### config.mk
export PLATFORM = sky130hd
export DESIGN_NAME = csg_regs
export DESIGN_NICKNAME = d
export VERILOG_FILES = /design/src/core/csg_pkg.sv /design/src/core/csg_regs.sv
export SDC_FILE = /design/constraint.sdc
export NUM_CORES = 1
export LEC_CHECK = 0
export BUFFER_PORTS_ARGS = -buffer_cell sky130_fd_sc_hd__buf_2
export CORE_ASPECT_RATIO = 1.1
export CORE_MARGIN = 2
export CORE_UTILIZATION = 60
export DETAILED_ROUTE_END_ITERATION = 8
export GPL_ROUTABILITY_DRIVEN = 0
export PLACE_DENSITY = 0.9
export REMOVE_ABC_BUFFERS = 1
export SYNTH_ARGS = -nofsm -noshare
export SYNTH_HDL_FRONTEND = slang
export SYNTH_SLANG_ARGS = --single-unit
### constraint.sdc
create_clock -name pclk -period 8 [get_ports pclk]
set_input_delay 2 -clock pclk [delete_from_list [all_inputs] [get_ports pclk]]
set_output_delay 2 -clock pclk [all_outputs]
set_load 0.01 [all_outputs]
### src/core/csg_pkg.sv
package csg_pkg;

    // ------------------------------------------------------------
    // Register indices (byte address is four times the index)
    // ------------------------------------------------------------
    localparam logic [21:0] CSG_IDX_RX_ACC    = 22'h1F0010;
    localparam logic [21:0] CSG_IDX_RX_DROP   = 22'h1F0011;
    localparam logic [21:0] CSG_IDX_TX_ACC    = 22'h1F0012;
    localparam logic [21:0] CSG_IDX_TX_DROP   = 22'h1F0013;
    localparam logic [21:0] CSG_IDX_GRP_CFG   = 22'h1F0014;
    localparam logic [21:0] CSG_IDX_GRP_STATE = 22'h1F0015;
    localparam logic [21:0] CSG_IDX_CTRL      = 22'h1F0020;

    // ------------------------------------------------------------
    // Field positions and widths
    // ------------------------------------------------------------
    localparam int CSG_CNT_W      = 24;
    localparam int CSG_DEPTH_W    = 15;
    localparam int CSG_CODE_W     = 4;
    localparam int CSG_MAX_LSB    = 12;
    localparam int CSG_CONG_LSB   = 8;
    localparam int CSG_MAXED_BIT  = 19;
    localparam int CSG_NEAR_BIT   = 18;
    localparam int CSG_OVER_BIT   = 17;
    localparam int CSG_CONGF_BIT  = 16;
    localparam int CSG_RSVD_BIT   = 15;
    localparam int CSG_CTL_SOFT   = 0;
    localparam int CSG_CTL_EN     = 1;
    localparam int CSG_CTL_HYST   = 2;
    localparam int CSG_CTL_ALT    = 3;

    // ------------------------------------------------------------
    // Reset values
    // ------------------------------------------------------------
    localparam logic [CSG_CNT_W-1:0]   CSG_CNT_RST   = 24'h000000;
    localparam logic [7:0]             CSG_CFG_RST   = 8'h00;
    localparam logic [CSG_DEPTH_W-1:0] CSG_DEPTH_RST = 15'h0000;
    localparam logic [3:0]             CSG_CTRL_RST  = 4'h0;

    // ------------------------------------------------------------
    // Carriers
    // ------------------------------------------------------------
    typedef struct packed {
        logic rx_accept;
        logic rx_drop;
        logic tx_accept;
        logic tx_drop;
    } csg_cell_evt_t;

    typedef struct packed {
        logic maxed;
        logic near;
        logic over;
        logic congested;
    } csg_flags_t;

endpackage

### src/core/csg_regs.sv
// Design decision made here: register access over APB.
`timescale 1ns/1ps
// How it works
// - Receive accepted cells counted in a 24-bit wrapping counter, bits 23:0.
// - Receive discarded cells counted in a 24-bit wrapping counter, bits 23:0.
// - Transmit accepted cells counted in a 24-bit wrapping counter, bits 23:0.
// - Transmit discarded cells counted in a 24-bit wrapping counter, bits 23:0.
// - All four counters held at zero while soft or hard reset is high.
// - Counter registers are read-only; host writes leave them unchanged.
// - Config bits 15:12 hold the group maximum depth code.
// - Config bits 11:8 hold the group congestion depth code.
// - Group limits act only while the group-limit enable is set.
// - State bit 19 shows maximum congestion; read-only, resets to zero.
// - State bit 18 shows depth above the threshold one code lower.
// - State bit 17 shows depth above the congestion threshold.
// - State bit 16 shows congestion using code, hysteresis and encoding settings.
// - State bits 14:0 hold group depth, reset zero; host zeroes it in soft reset.
module csg_regs
    import csg_pkg::*;
(
    input  wire logic                   pclk,
    input  wire logic                   presetn,
    input  wire logic                   psel,
    input  wire logic                   penable,
    input  wire logic                   pwrite,
    input  wire logic [23:0]            paddr,
    input  wire logic [31:0]            pwdata,
    output logic      [31:0]            prdata,
    output logic                        pready,
    output logic                        pslverr,
    input  wire logic                   hard_reset_ctl,
    input  wire csg_cell_evt_t          cell_evt,
    input  wire logic                   grp_enqueue,
    input  wire logic                   grp_dequeue,
    output logic                        grp_drop_req,
    output logic                        grp_congested_out
);

    // ------------------------------------------------------------
    // Threshold decoding
    // ------------------------------------------------------------
    function automatic logic [CSG_DEPTH_W-1:0] depth_of(
        input logic [CSG_CODE_W-1:0] code,
        input logic                  alt
    );
        logic [CSG_DEPTH_W:0] v;
        v = '0;
        if (alt)
            v = ({12'h000, 4'h2} | {15'h0000, code[0]}) << code[3:1];
        else
            v = 16'h0001 << code;
        if (v[CSG_DEPTH_W])
            depth_of = '1;
        else
            depth_of = v[CSG_DEPTH_W-1:0];
    endfunction

    function automatic logic [CSG_CODE_W-1:0] code_less(
        input logic [CSG_CODE_W-1:0] code
    );
        code_less = (code == 4'h0) ? 4'h0 : code - 4'h1;
    endfunction

    // ------------------------------------------------------------
    // State
    // ------------------------------------------------------------
    logic [CSG_CNT_W-1:0]   rx_accepted_count_reg;
    logic [CSG_CNT_W-1:0]   rx_discarded_count_reg;
    logic [CSG_CNT_W-1:0]   tx_accepted_count_reg;
    logic [CSG_CNT_W-1:0]   tx_discarded_count_reg;
    logic [3:0]             grp_max_depth_code_reg;
    logic [3:0]             grp_cong_depth_code_reg;
    logic [CSG_DEPTH_W-1:0] grp_current_depth_reg;
    logic [CSG_DEPTH_W-1:0] grp_current_depth_next;
    logic                   state_rsvd_reg;
    logic [3:0]             ctrl_reg;
    csg_flags_t             flags_reg;
    csg_flags_t             flags_next;
    logic [31:0]            prdata_reg;
    logic                   pslverr_reg;

    // ------------------------------------------------------------
    // Bus decode
    // ------------------------------------------------------------
    wire logic [21:0] word_idx    = paddr[23:2];
    wire logic        setup_ph    = psel & ~penable;
    wire logic        access_ph   = psel & penable;
    wire logic        wr_en       = access_ph & pwrite;
    wire logic        hit_rx_acc  = (word_idx == CSG_IDX_RX_ACC);
    wire logic        hit_rx_drop = (word_idx == CSG_IDX_RX_DROP);
    wire logic        hit_tx_acc  = (word_idx == CSG_IDX_TX_ACC);
    wire logic        hit_tx_drop = (word_idx == CSG_IDX_TX_DROP);
    wire logic        hit_cfg     = (word_idx == CSG_IDX_GRP_CFG);
    wire logic        hit_state   = (word_idx == CSG_IDX_GRP_STATE);
    wire logic        hit_ctrl    = (word_idx == CSG_IDX_CTRL);
    wire logic        hit_any     = hit_rx_acc | hit_rx_drop | hit_tx_acc | hit_tx_drop
                                    | hit_cfg | hit_state | hit_ctrl;
    wire logic        misaligned  = |paddr[1:0];
    wire logic        bad_addr    = ~hit_any | misaligned;

    // ------------------------------------------------------------
    // Control bits
    // ------------------------------------------------------------
    wire logic soft_reset_ctl      = ctrl_reg[CSG_CTL_SOFT];
    wire logic rx_group_limit_en   = ctrl_reg[CSG_CTL_EN];
    wire logic rx_hyst_off         = ctrl_reg[CSG_CTL_HYST];
    wire logic rx_alt_depth_coding = ctrl_reg[CSG_CTL_ALT];
    wire logic cnt_clear           = soft_reset_ctl | hard_reset_ctl;

    // ------------------------------------------------------------
    // Group thresholds and flags
    // ------------------------------------------------------------
    wire logic [CSG_DEPTH_W-1:0] grp_max_depth =
        depth_of(grp_max_depth_code_reg, rx_alt_depth_coding);
    wire logic [CSG_DEPTH_W-1:0] grp_cong_threshold =
        depth_of(grp_cong_depth_code_reg, rx_alt_depth_coding);
    wire logic [CSG_DEPTH_W-1:0] grp_near_depth =
        depth_of(code_less(grp_cong_depth_code_reg), rx_alt_depth_coding);
    wire logic [CSG_DEPTH_W-1:0] grp_exit_depth =
        rx_hyst_off ? grp_cong_threshold : {1'b0, grp_cong_threshold[CSG_DEPTH_W-1:1]};

    wire logic d_maxed = grp_current_depth_next >= grp_max_depth;
    wire logic d_over  = grp_current_depth_next > grp_cong_threshold;
    wire logic d_near  = grp_current_depth_next > grp_near_depth;
    wire logic d_exit  = grp_current_depth_next <= grp_exit_depth;

    always_comb
    begin
        flags_next = '0;
        if (rx_group_limit_en)
        begin
            flags_next.maxed     = d_maxed;
            flags_next.near      = d_near;
            flags_next.over      = d_over;
            flags_next.congested = d_over | (flags_reg.congested & ~d_exit);
        end
    end

    // ------------------------------------------------------------
    // Group depth tracking
    // ------------------------------------------------------------
    wire logic depth_wr  = wr_en & hit_state & ~misaligned;
    wire logic depth_inc = grp_enqueue & ~grp_dequeue & ~(&grp_current_depth_reg);
    wire logic depth_dec = grp_dequeue & ~grp_enqueue & (|grp_current_depth_reg);

    always_comb
    begin
        grp_current_depth_next = grp_current_depth_reg;
        if (depth_wr)
            grp_current_depth_next = pwdata[CSG_DEPTH_W-1:0];
        else if (depth_inc)
            grp_current_depth_next = grp_current_depth_reg + 15'h0001;
        else if (depth_dec)
            grp_current_depth_next = grp_current_depth_reg - 15'h0001;
    end

    assign grp_drop_req      = flags_reg.maxed;
    assign grp_congested_out = flags_reg.congested;

    // ------------------------------------------------------------
    // Cell counters
    // ------------------------------------------------------------
    always_ff @(posedge pclk or negedge presetn)
    begin
        if (!presetn)
        begin
            rx_accepted_count_reg  <= CSG_CNT_RST;
            rx_discarded_count_reg <= CSG_CNT_RST;
            tx_accepted_count_reg  <= CSG_CNT_RST;
            tx_discarded_count_reg <= CSG_CNT_RST;
        end
        else if (cnt_clear)
        begin
            rx_accepted_count_reg  <= CSG_CNT_RST;
            rx_discarded_count_reg <= CSG_CNT_RST;
            tx_accepted_count_reg  <= CSG_CNT_RST;
            tx_discarded_count_reg <= CSG_CNT_RST;
        end
        else
        begin
            rx_accepted_count_reg  <= rx_accepted_count_reg + {23'h0, cell_evt.rx_accept};
            rx_discarded_count_reg <= rx_discarded_count_reg + {23'h0, cell_evt.rx_drop};
            tx_accepted_count_reg  <= tx_accepted_count_reg + {23'h0, cell_evt.tx_accept};
            tx_discarded_count_reg <= tx_discarded_count_reg + {23'h0, cell_evt.tx_drop};
        end
    end

    // ------------------------------------------------------------
    // Writable registers
    // ------------------------------------------------------------
    always_ff @(posedge pclk or negedge presetn)
    begin
        if (!presetn)
        begin
            grp_max_depth_code_reg  <= CSG_CFG_RST[3:0];
            grp_cong_depth_code_reg <= CSG_CFG_RST[7:4];
            ctrl_reg                <= CSG_CTRL_RST;
            state_rsvd_reg          <= 1'b0;
        end
        else if (wr_en && !misaligned)
        begin
            if (hit_cfg)
            begin
                grp_max_depth_code_reg  <= pwdata[CSG_MAX_LSB +: CSG_CODE_W];
                grp_cong_depth_code_reg <= pwdata[CSG_CONG_LSB +: CSG_CODE_W];
            end
            if (hit_state)
                state_rsvd_reg <= pwdata[CSG_RSVD_BIT];
            if (hit_ctrl)
                ctrl_reg <= pwdata[3:0];
        end
    end

    always_ff @(posedge pclk or negedge presetn)
    begin
        if (!presetn)
        begin
            grp_current_depth_reg <= CSG_DEPTH_RST;
            flags_reg             <= '0;
        end
        else
        begin
            grp_current_depth_reg <= grp_current_depth_next;
            flags_reg             <= flags_next;
        end
    end

    // ------------------------------------------------------------
    // Read data, captured in the setup cycle
    // ------------------------------------------------------------
    wire logic [31:0] state_word = {12'h000, flags_reg.maxed, flags_reg.near, flags_reg.over,
                                    flags_reg.congested, state_rsvd_reg, grp_current_depth_reg};
    wire logic [31:0] cfg_word   = {16'h0000, grp_max_depth_code_reg, grp_cong_depth_code_reg,
                                    8'h00};
    wire logic [31:0] rd_mux     =
        ({32{hit_rx_acc}}  & {8'h00, rx_accepted_count_reg})  |
        ({32{hit_rx_drop}} & {8'h00, rx_discarded_count_reg}) |
        ({32{hit_tx_acc}}  & {8'h00, tx_accepted_count_reg})  |
        ({32{hit_tx_drop}} & {8'h00, tx_discarded_count_reg}) |
        ({32{hit_cfg}}     & cfg_word)                         |
        ({32{hit_state}}   & state_word)                       |
        ({32{hit_ctrl}}    & {28'h0000000, ctrl_reg});

    always_ff @(posedge pclk or negedge presetn)
    begin
        if (!presetn)
        begin
            prdata_reg  <= 32'h00000000;
            pslverr_reg <= 1'b0;
        end
        else if (setup_ph)
        begin
            prdata_reg  <= (pwrite || bad_addr) ? 32'h00000000 : rd_mux;
            pslverr_reg <= bad_addr;
        end
    end

    assign prdata  = prdata_reg;
    assign pready  = 1'b1;
    assign pslverr = access_ph & pslverr_reg;

endmodule

* Word level (Yosys, flattened, before mapping)
Cells that the tools add are included.
** Word-level totals
- Bits in registers :: 161
- Latch bits :: 0
- RAM bits :: 0
- Memory bits (read-only) :: 0
- Input bits :: 68
- Output and inout port bits :: 36
- Word-level logic and storage cells :: 106
- Memories kept :: 0
** Operators by class
- $add $sub $neg :: 7
- Multipliers :: 0
- Divide/modulo/power cells :: 0
- $lt $le $gt $ge :: 4
- Eq/ne operators :: 7
- Shifts and indexed selects :: 6
- Mux-type cells :: 17
- Bitwise logic cells :: 40
- Reductions and logical operators :: 10
** Operator list (count)
- bitwise OR 32 bit :: 6
- == test 22 x 21 -> 1 bit, second input constant :: 7
- AND 32 x 24 -> 32 bit :: 4
- 2-to-1 mux 15 bit :: 7
- adder 24 x 1 -> 24 bit :: 4
- 2-to-1 mux 24 bit :: 4
- 2-to-1 mux 16 bit :: 3
- << shifter 1 x 4 -> 16 bit, first input constant :: 3
- << shifter 2 x 3 -> 16 bit :: 3
- AND 32 x 16 -> 32 bit :: 1
- AND 32 x 20 -> 32 bit :: 1
- AND 32 x 4 -> 32 bit :: 1
- 2-to-1 mux 32 bit :: 1
- greater-than comparator 15 bit :: 2
- adder 15 x 1 -> 15 bit, second input constant :: 1
- greater-or-equal comparator 15 bit :: 1
- less-or-equal comparator 15 bit :: 1
- AND reduction 15 bit :: 1
- OR reduction 15 bit :: 1
- subtractor 15 x 1 -> 15 bit, second input constant :: 1
- AND 1 bit :: 11
- bitwise OR 1 bit :: 9
- 2-to-1 mux 4 bit :: 2
- inverter 1 bit :: 7
- other kinds (7) :: 9

* Depth between registers and ports, before layout
Gate-level depths: netlist (run 1).
- Word-level depth :: 11
- Gate-level depth with buffers :: 17
- Mapped depth without buffers :: 15

* Worst setup path before layout (run 1)
Ideal clock, no wire load.
- Kind :: input port to flip-flop
- From :: in paddr[5]
- To :: reg, netlist name grp_congested_out
- Library setup time :: 0.120 ns
- Arrival :: 4.702 ns
- Data required time :: 7.880 ns
- Slack :: 3.177 ns
- Stages on the path :: 14
- Buffers on the path :: 2
- Cells stage by stage :: nor4_1 > nand2_1 > nor4_1 > and3_1 > clkbuf_1 > buf_2 > nand2_1 > o21ai_0 > ha_1 > and3_1 > a221oi_1 > a21o_1 > a31oi_1 > a41o_1
** RTL lines
- start, declared :: line csg_regs.sv:26 : input wire logic [23:0] paddr,

==> run metrics, run 1 <==
status=finished, violations left; failing checks=DRC; hold buffers post-CTS=0; NetSw=0.000861 W; crit path from=paddr[5]; TritonCTS Buffers=17; CTS tree=done; Util after Layout=0.668; Comb pwr share=0.324; FF-to-FF setup slack=3540 ps; CTS H-tree depth=4; largest area contributor in the netlist=dfrtp_1; fill cell count=1358; WL/cell=19.7 µm; sequential share of the synthesized area=0.353; PostCTS Resize Cnt=0; switching share of power=0.359; DRT iter0 DRCs=1464; Power Dens Cells=203 mW/mm²; Critical path destination=grp_congested_out; layout cells sized above 1=0.137; DP HPWL=21.1 mm; Total Routed Length=29.7 mm; gr ovfl total=0; num ports=104; die area=0.0192 mm²; total vias in the final route=10051; cell-internal power=0.00154 W; Crit Path Class=in -> reg; Peak supply drop=0.120 mV; antenna cell count=0; vias in the first global route=9586; sequential share of power=0.369; Max transition margin=0.185; largest fanout on the critical path=24; Worst-Skew Late Latency=430 ps; Hold Fails Final Rpt=0; Synth cell types=78; Synth top area share=0.353; Synth area leaders=dfrtp_1, ha_1, xor2_1, nor2_1, o21ai_0; worst r2r dst=grp_congested_out; DRC=2; startpoint types=input pin; Setup crit end kind=flop; commonest non-fill, non-tap cell in the layout=dfrtp_1; Clk pwr share=0.307; Post-DRT Antenna Nets=0; Cells after Synth=1216; final worst path period share=0.759; RSZ-0062 raised after global routing=false; Seq cells post-synth=153; synthesized area=0.0109 mm²; WP data required=8370 ps; origin of the critical flop-to-flop path=grp_current_depth_reg[0]; Hold Crit Class=reg -> reg; Die W=132 µm; Slew Limit Fails=0; Max Cap Violations=0; fin crit period=6070 ps; R2R cell count=15; core area=0.0177 mm²; Vias/cell=6.67; port bufs=78; most frequent cells in the layout=dfrtp_1, nor2_1, nand2_1, o21ai_0, buf_2; share of synthesized registers carrying an async set or reset=1.00; worst-case clock buffer depth=2; Top FF cell, synth=dfrtp_1; first-pass GRT wire length=48.5 mm; Chip Height=145 µm; Root Driver=clkbuf_16; # rows=51; CTS sink cnt=153; setup TNS=0 ps; Post-CTS Setup Inserts=0; Peak Freq=0.165 GHz; total track usage=0.314; maximum number of pins on one net before global-route repair=95; Fin Hold WS=477 ps; Max Clock Skew=11.9 ps; Pre-Repair DR Iteration Count=9; Post-synth EDFFs=0; synth warn=0; measured slew at the worst slew-check pin=1210 ps; Layout Nets=1396; Final setup viols=0; P&R area growth vs syn=9.21%; LEAKAGE=5.13 nW; Worst-path clk slew=70 ps; antenna violations before repair=0; CP arrival=6440 ps; Avg Synthesized Cell Area=8.93 µm²; initial core utilization=0.612
layer usage:
layer	part of all wire	GRT usage
met1	0.38	0.399
met2	0.48	0.513
met3	0.087	0.0468
met4	0.052	0.179
met5	0	0
metrics by stage:
step	worst slack, ps	area (µm²)	total power, W	instances
after floorplan	3040	10500	0.00139	1148
after global placement	1750	11300	0.00160	1475
after detailed placement	1610	11300	0.00165	1475
after CTS	2060	11900	0.00238	1507
after global routing	1620	11900	0.00253	1507
final	1930	11900	0.00240	1507
cells by family after synthesis:
family          synth area share
simple gates               0.219
compound gates             0.159
flops                      0.353
buf+inv                   0.0400
xor+xnor                  0.0750
fa+ha+maj                 0.0830
mux                       0.0710
other cells             0.000692
synthesized netlist by cell type, types with 5 or more instances:
library cell  instances
inv_1                22
nand2_1             109
and3_1               26
o211ai_1              8
o21ai_0              83
nand2b_1             10
o22a_1                8
and4_1                9
ha_1                 72
buf_4                 9
dfrtp_1             153
xnor2_1              31
nand3_1              59
a22o_1                5
nor2b_1              12
xor2_1               62
or3_1                21
nor2_1              138
nor3_1               18
a31oi_1               7
buf_1                 9
a22oi_1              28
mux2_2               24
o22ai_1               9
o31ai_1               5
o21a_1                6
and2_1               12
mux4_2               16
nand4_1              31
nor4_1                9
clkbuf_1             44
a21oi_1              47
a32oi_1               9
a21o_1               13
buf_2                11
mux2i_1              14
worst min-delay path by stage:
stage	startpoint	end	slack [ps]	cells past startpoint
CTS	prdata[9]	prdata[9]	480	2
floorplan	state_rsvd_reg	state_rsvd_reg	440	2
detailed placement	prdata[9]	prdata[9]	470	2
global placement	prdata[9]	prdata[9]	460	2
finish	prdata[9]	prdata[9]	480	2
global route	prdata[16]	prdata[16]	510	2
area by class of cell:
type / count / area (µm²) / share of cell area
Multi-Input combinational cell: 971 / 6620 / 0.558
Clock buffer: 19 / 443 / 0.0374
Timing Repair Buffer: 89 / 479 / 0.0404
Inverter: 24 / 90.1 / 0.00760
Sequential cell: 153 / 3830 / 0.323
Tap cell: 238 / 298 / 0.0251
Clock inverter: 13 / 97.6 / 0.00823
critical path, cell delays in order:
cell and delay [ps]:
buf_2 100, nor4_1 340, nand2_1 250, nor4_1 680
and3_1 780, o21ai_0 560, ha_1 470, nand4_1 90
or3_1 420, a21o_1 190, a31oi_1 390, a41o_1 150
power groups by stage:
stage | Combinational, W | Clock, W | Sequential [W]
2_1_floorplan | 0.000518 | 0 | 0.000872
6_report | 0.000777 | 0.000738 | 0.000886
5_1_grt | 0.000868 | 0.000775 | 0.000891
3_5_place_dp | 0.000753 | 0 | 0.000894
3_3_place_gp | 0.000710 | 0 | 0.000891
4_1_cts | 0.000760 | 0.000739 | 0.000880
Power figures use the tool's default switching activity.
==> run 2, diff against run 1 <==
--- a/config.mk
+++ b/config.mk
@@ -8,10 +8,10 @@
 export BUFFER_PORTS_ARGS = -buffer_cell sky130_fd_sc_hd__buf_2
 export CORE_ASPECT_RATIO = 1.1
 export CORE_MARGIN = 2
-export CORE_UTILIZATION = 60
+export CORE_UTILIZATION = 55
 export DETAILED_ROUTE_END_ITERATION = 8
 export GPL_ROUTABILITY_DRIVEN = 0
-export PLACE_DENSITY = 0.9
+export PLACE_DENSITY = 0.87
 export REMOVE_ABC_BUFFERS = 1
 export SYNTH_ARGS = -nofsm -noshare
 export SYNTH_HDL_FRONTEND = slang
==> constraint.sdc (replaced) <==
create_clock -name pclk -period 5.5 [get_ports pclk]
set_input_delay 1.375 -clock pclk [delete_from_list [all_inputs] [get_ports pclk]]
set_output_delay 1.375 -clock pclk [all_outputs]
set_load 0.01 [all_outputs]
==> run 2 against run 1 <==
  * The run now ends clean
  * Core utilization shrank 4.4 points
  * Worst setup slack lost 1100 ps
  * Die area grew 8.8%
  * Clock power grew 68%
  * Cell area grew 1.2%
  * Critical endpoint unchanged
==> run metrics, run 2 (synthesized netlist as in run 1, its figures left out) <==
hold buffers post-CTS=0; switching share of power=0.338; Setup WS post-layout=853 ps; final worst path period share=0.845; measured slew at the worst slew-check pin=1250 ps; DP HPWL=21.2 mm; worst slack at placement=500 ps; total vias in the final route=9977; sequential share of power=0.352; worst-case clock buffer depth=2; origin of the critical flop-to-flop path=grp_current_depth_reg[2]; Die W=138 µm; crit path from=paddr[5]; CP arrival=4980 ps; Layout Nets=1403; Worst-path clk slew=60 ps; die area=0.0209 mm²; Final setup viols=0; Chip Height=151 µm; maximum number of pins on one net before global-route repair=73; Comb pwr share=0.310; Total Routed Length=29.6 mm; startpoint types=input pin; Slew Limit Fails=0; WP data required=5830 ps; commonest non-fill, non-tap cell in the layout=dfrtp_1; Hold Crit Endpoint=prdata[14]; first-pass GRT wire length=48.6 mm; WL/cell=19.5 µm; Setup crit end kind=flop; Hold Crit Class=reg -> reg; core area=0.0192 mm²; antenna cell count=0; total track usage=0.298; Worst-Skew Late Latency=440 ps; gr ovfl total=0; largest fanout on the critical path=16; CTS H-tree depth=4; Power Total=0.00367 W; Hold Fails Final Rpt=0; FF-to-FF setup slack=980 ps; Peak supply drop=0.196 mV; DRT iter0 DRCs=1087; R2R cell count=13; Vias/cell=6.55; Clk pwr share=0.338; setup TNS=0 ps; Pre-Repair DR Iteration Count=5; CTS sink cnt=153; most frequent cells in the layout=dfrtp_1, nor2_1, nand2_1, o21ai_0, buf_2; Root Driver=clkbuf_16; Max transition margin=0.158; Worst Hold Path Cells=2; initial core utilization=0.564; RSZ-0062 raised after global routing=false; vias in the first global route=9579; TritonCTS Buffers=17; # rows=53; antenna violations before repair=0; Post-CTS Setup Inserts=0; num ports=104; Max Clock Skew=8.81 ps; hold path start=prdata[14]; CTS tree=done; Max Cap Violations=0; fin crit period=4650 ps; Post-DRT Antenna Nets=0; port bufs=78; Crit Path Class=in -> reg; LEAKAGE=5.20 nW; status=complete, no violations; Peak Freq=0.215 GHz; Power Dens Cells=306 mW/mm²; PostCTS Resize Cnt=0; layout cells sized above 1=0.140; P&R area growth vs syn=10.5%; fill cell count=1535; worst r2r dst=grp_congested_out; NetSw=0.00124 W; cell-internal power=0.00243 W; DRC=0
run 2: worst max-delay path by stage:
stage,endpoint
global route,grp_congested_out
global placement,grp_congested_out
finish,grp_congested_out
floorplan,grp_congested_out
detailed placement,grp_congested_out
CTS,grp_congested_out
run 2: per-stage QoR:
stage / instance area [µm²] / util / instances / hold WS (ps)
after floorplan: 10500 / - / 1148 / 438
after global routing: 12000 / 0.624 / 1523 / 515
after detailed placement: 11400 / 0.592 / 1491 / 469
after global placement: 11400 / 0.592 / 1491 / 458
after CTS: 12000 / 0.624 / 1523 / 483
final: 12000 / 0.624 / 1523 / 474
run 2: final cells by class:
cell class                 count  area [µm²]  area share
inverter                      24        90.1     0.00751
multi-input combinational    971        6620       0.552
clock inverter                11         170      0.0142
clock buffer                  21         450      0.0375
tap                          247         309      0.0258
timing repair buffer          96         532      0.0443
sequential                   153        3830       0.319
run 2: metal layers:
| metal | share of wire | up-vias | GRT usage |
|---|---|---|---|
| li1 | - | 4527 | - |
| met2 | 0.48 | 538 | 0.491 |
| met3 | 0.077 | 106 | 0.0499 |
| met5 | 0 | - | 0 |
| met1 | 0.39 | 4806 | 0.378 |
| met4 | 0.053 | 0 | 0.151 |
run 2: power groups by stage:
stage	sequential (W)	combinational [W]	clock, W
2_1_floorplan	0.00127	0.000753	0
3_3_place_gp	0.00130	0.00105	0
3_5_place_dp	0.00130	0.00111	0
4_1_cts	0.00128	0.00112	0.00124
5_1_grt	0.00130	0.00127	0.00129
6_report	0.00129	0.00114	0.00124
run 2: critical path: stages:
cell and delay (ps):
buf_2 90, nor4_1 330, nand2_1 170, nor4_1 390, and3_1 540, o21ai_0 580, ha_1 490, nor2b_1 130
o211ai_1 160, a21oi_1 110, o31ai_1 250, nand3_1 110, a41o_1 240
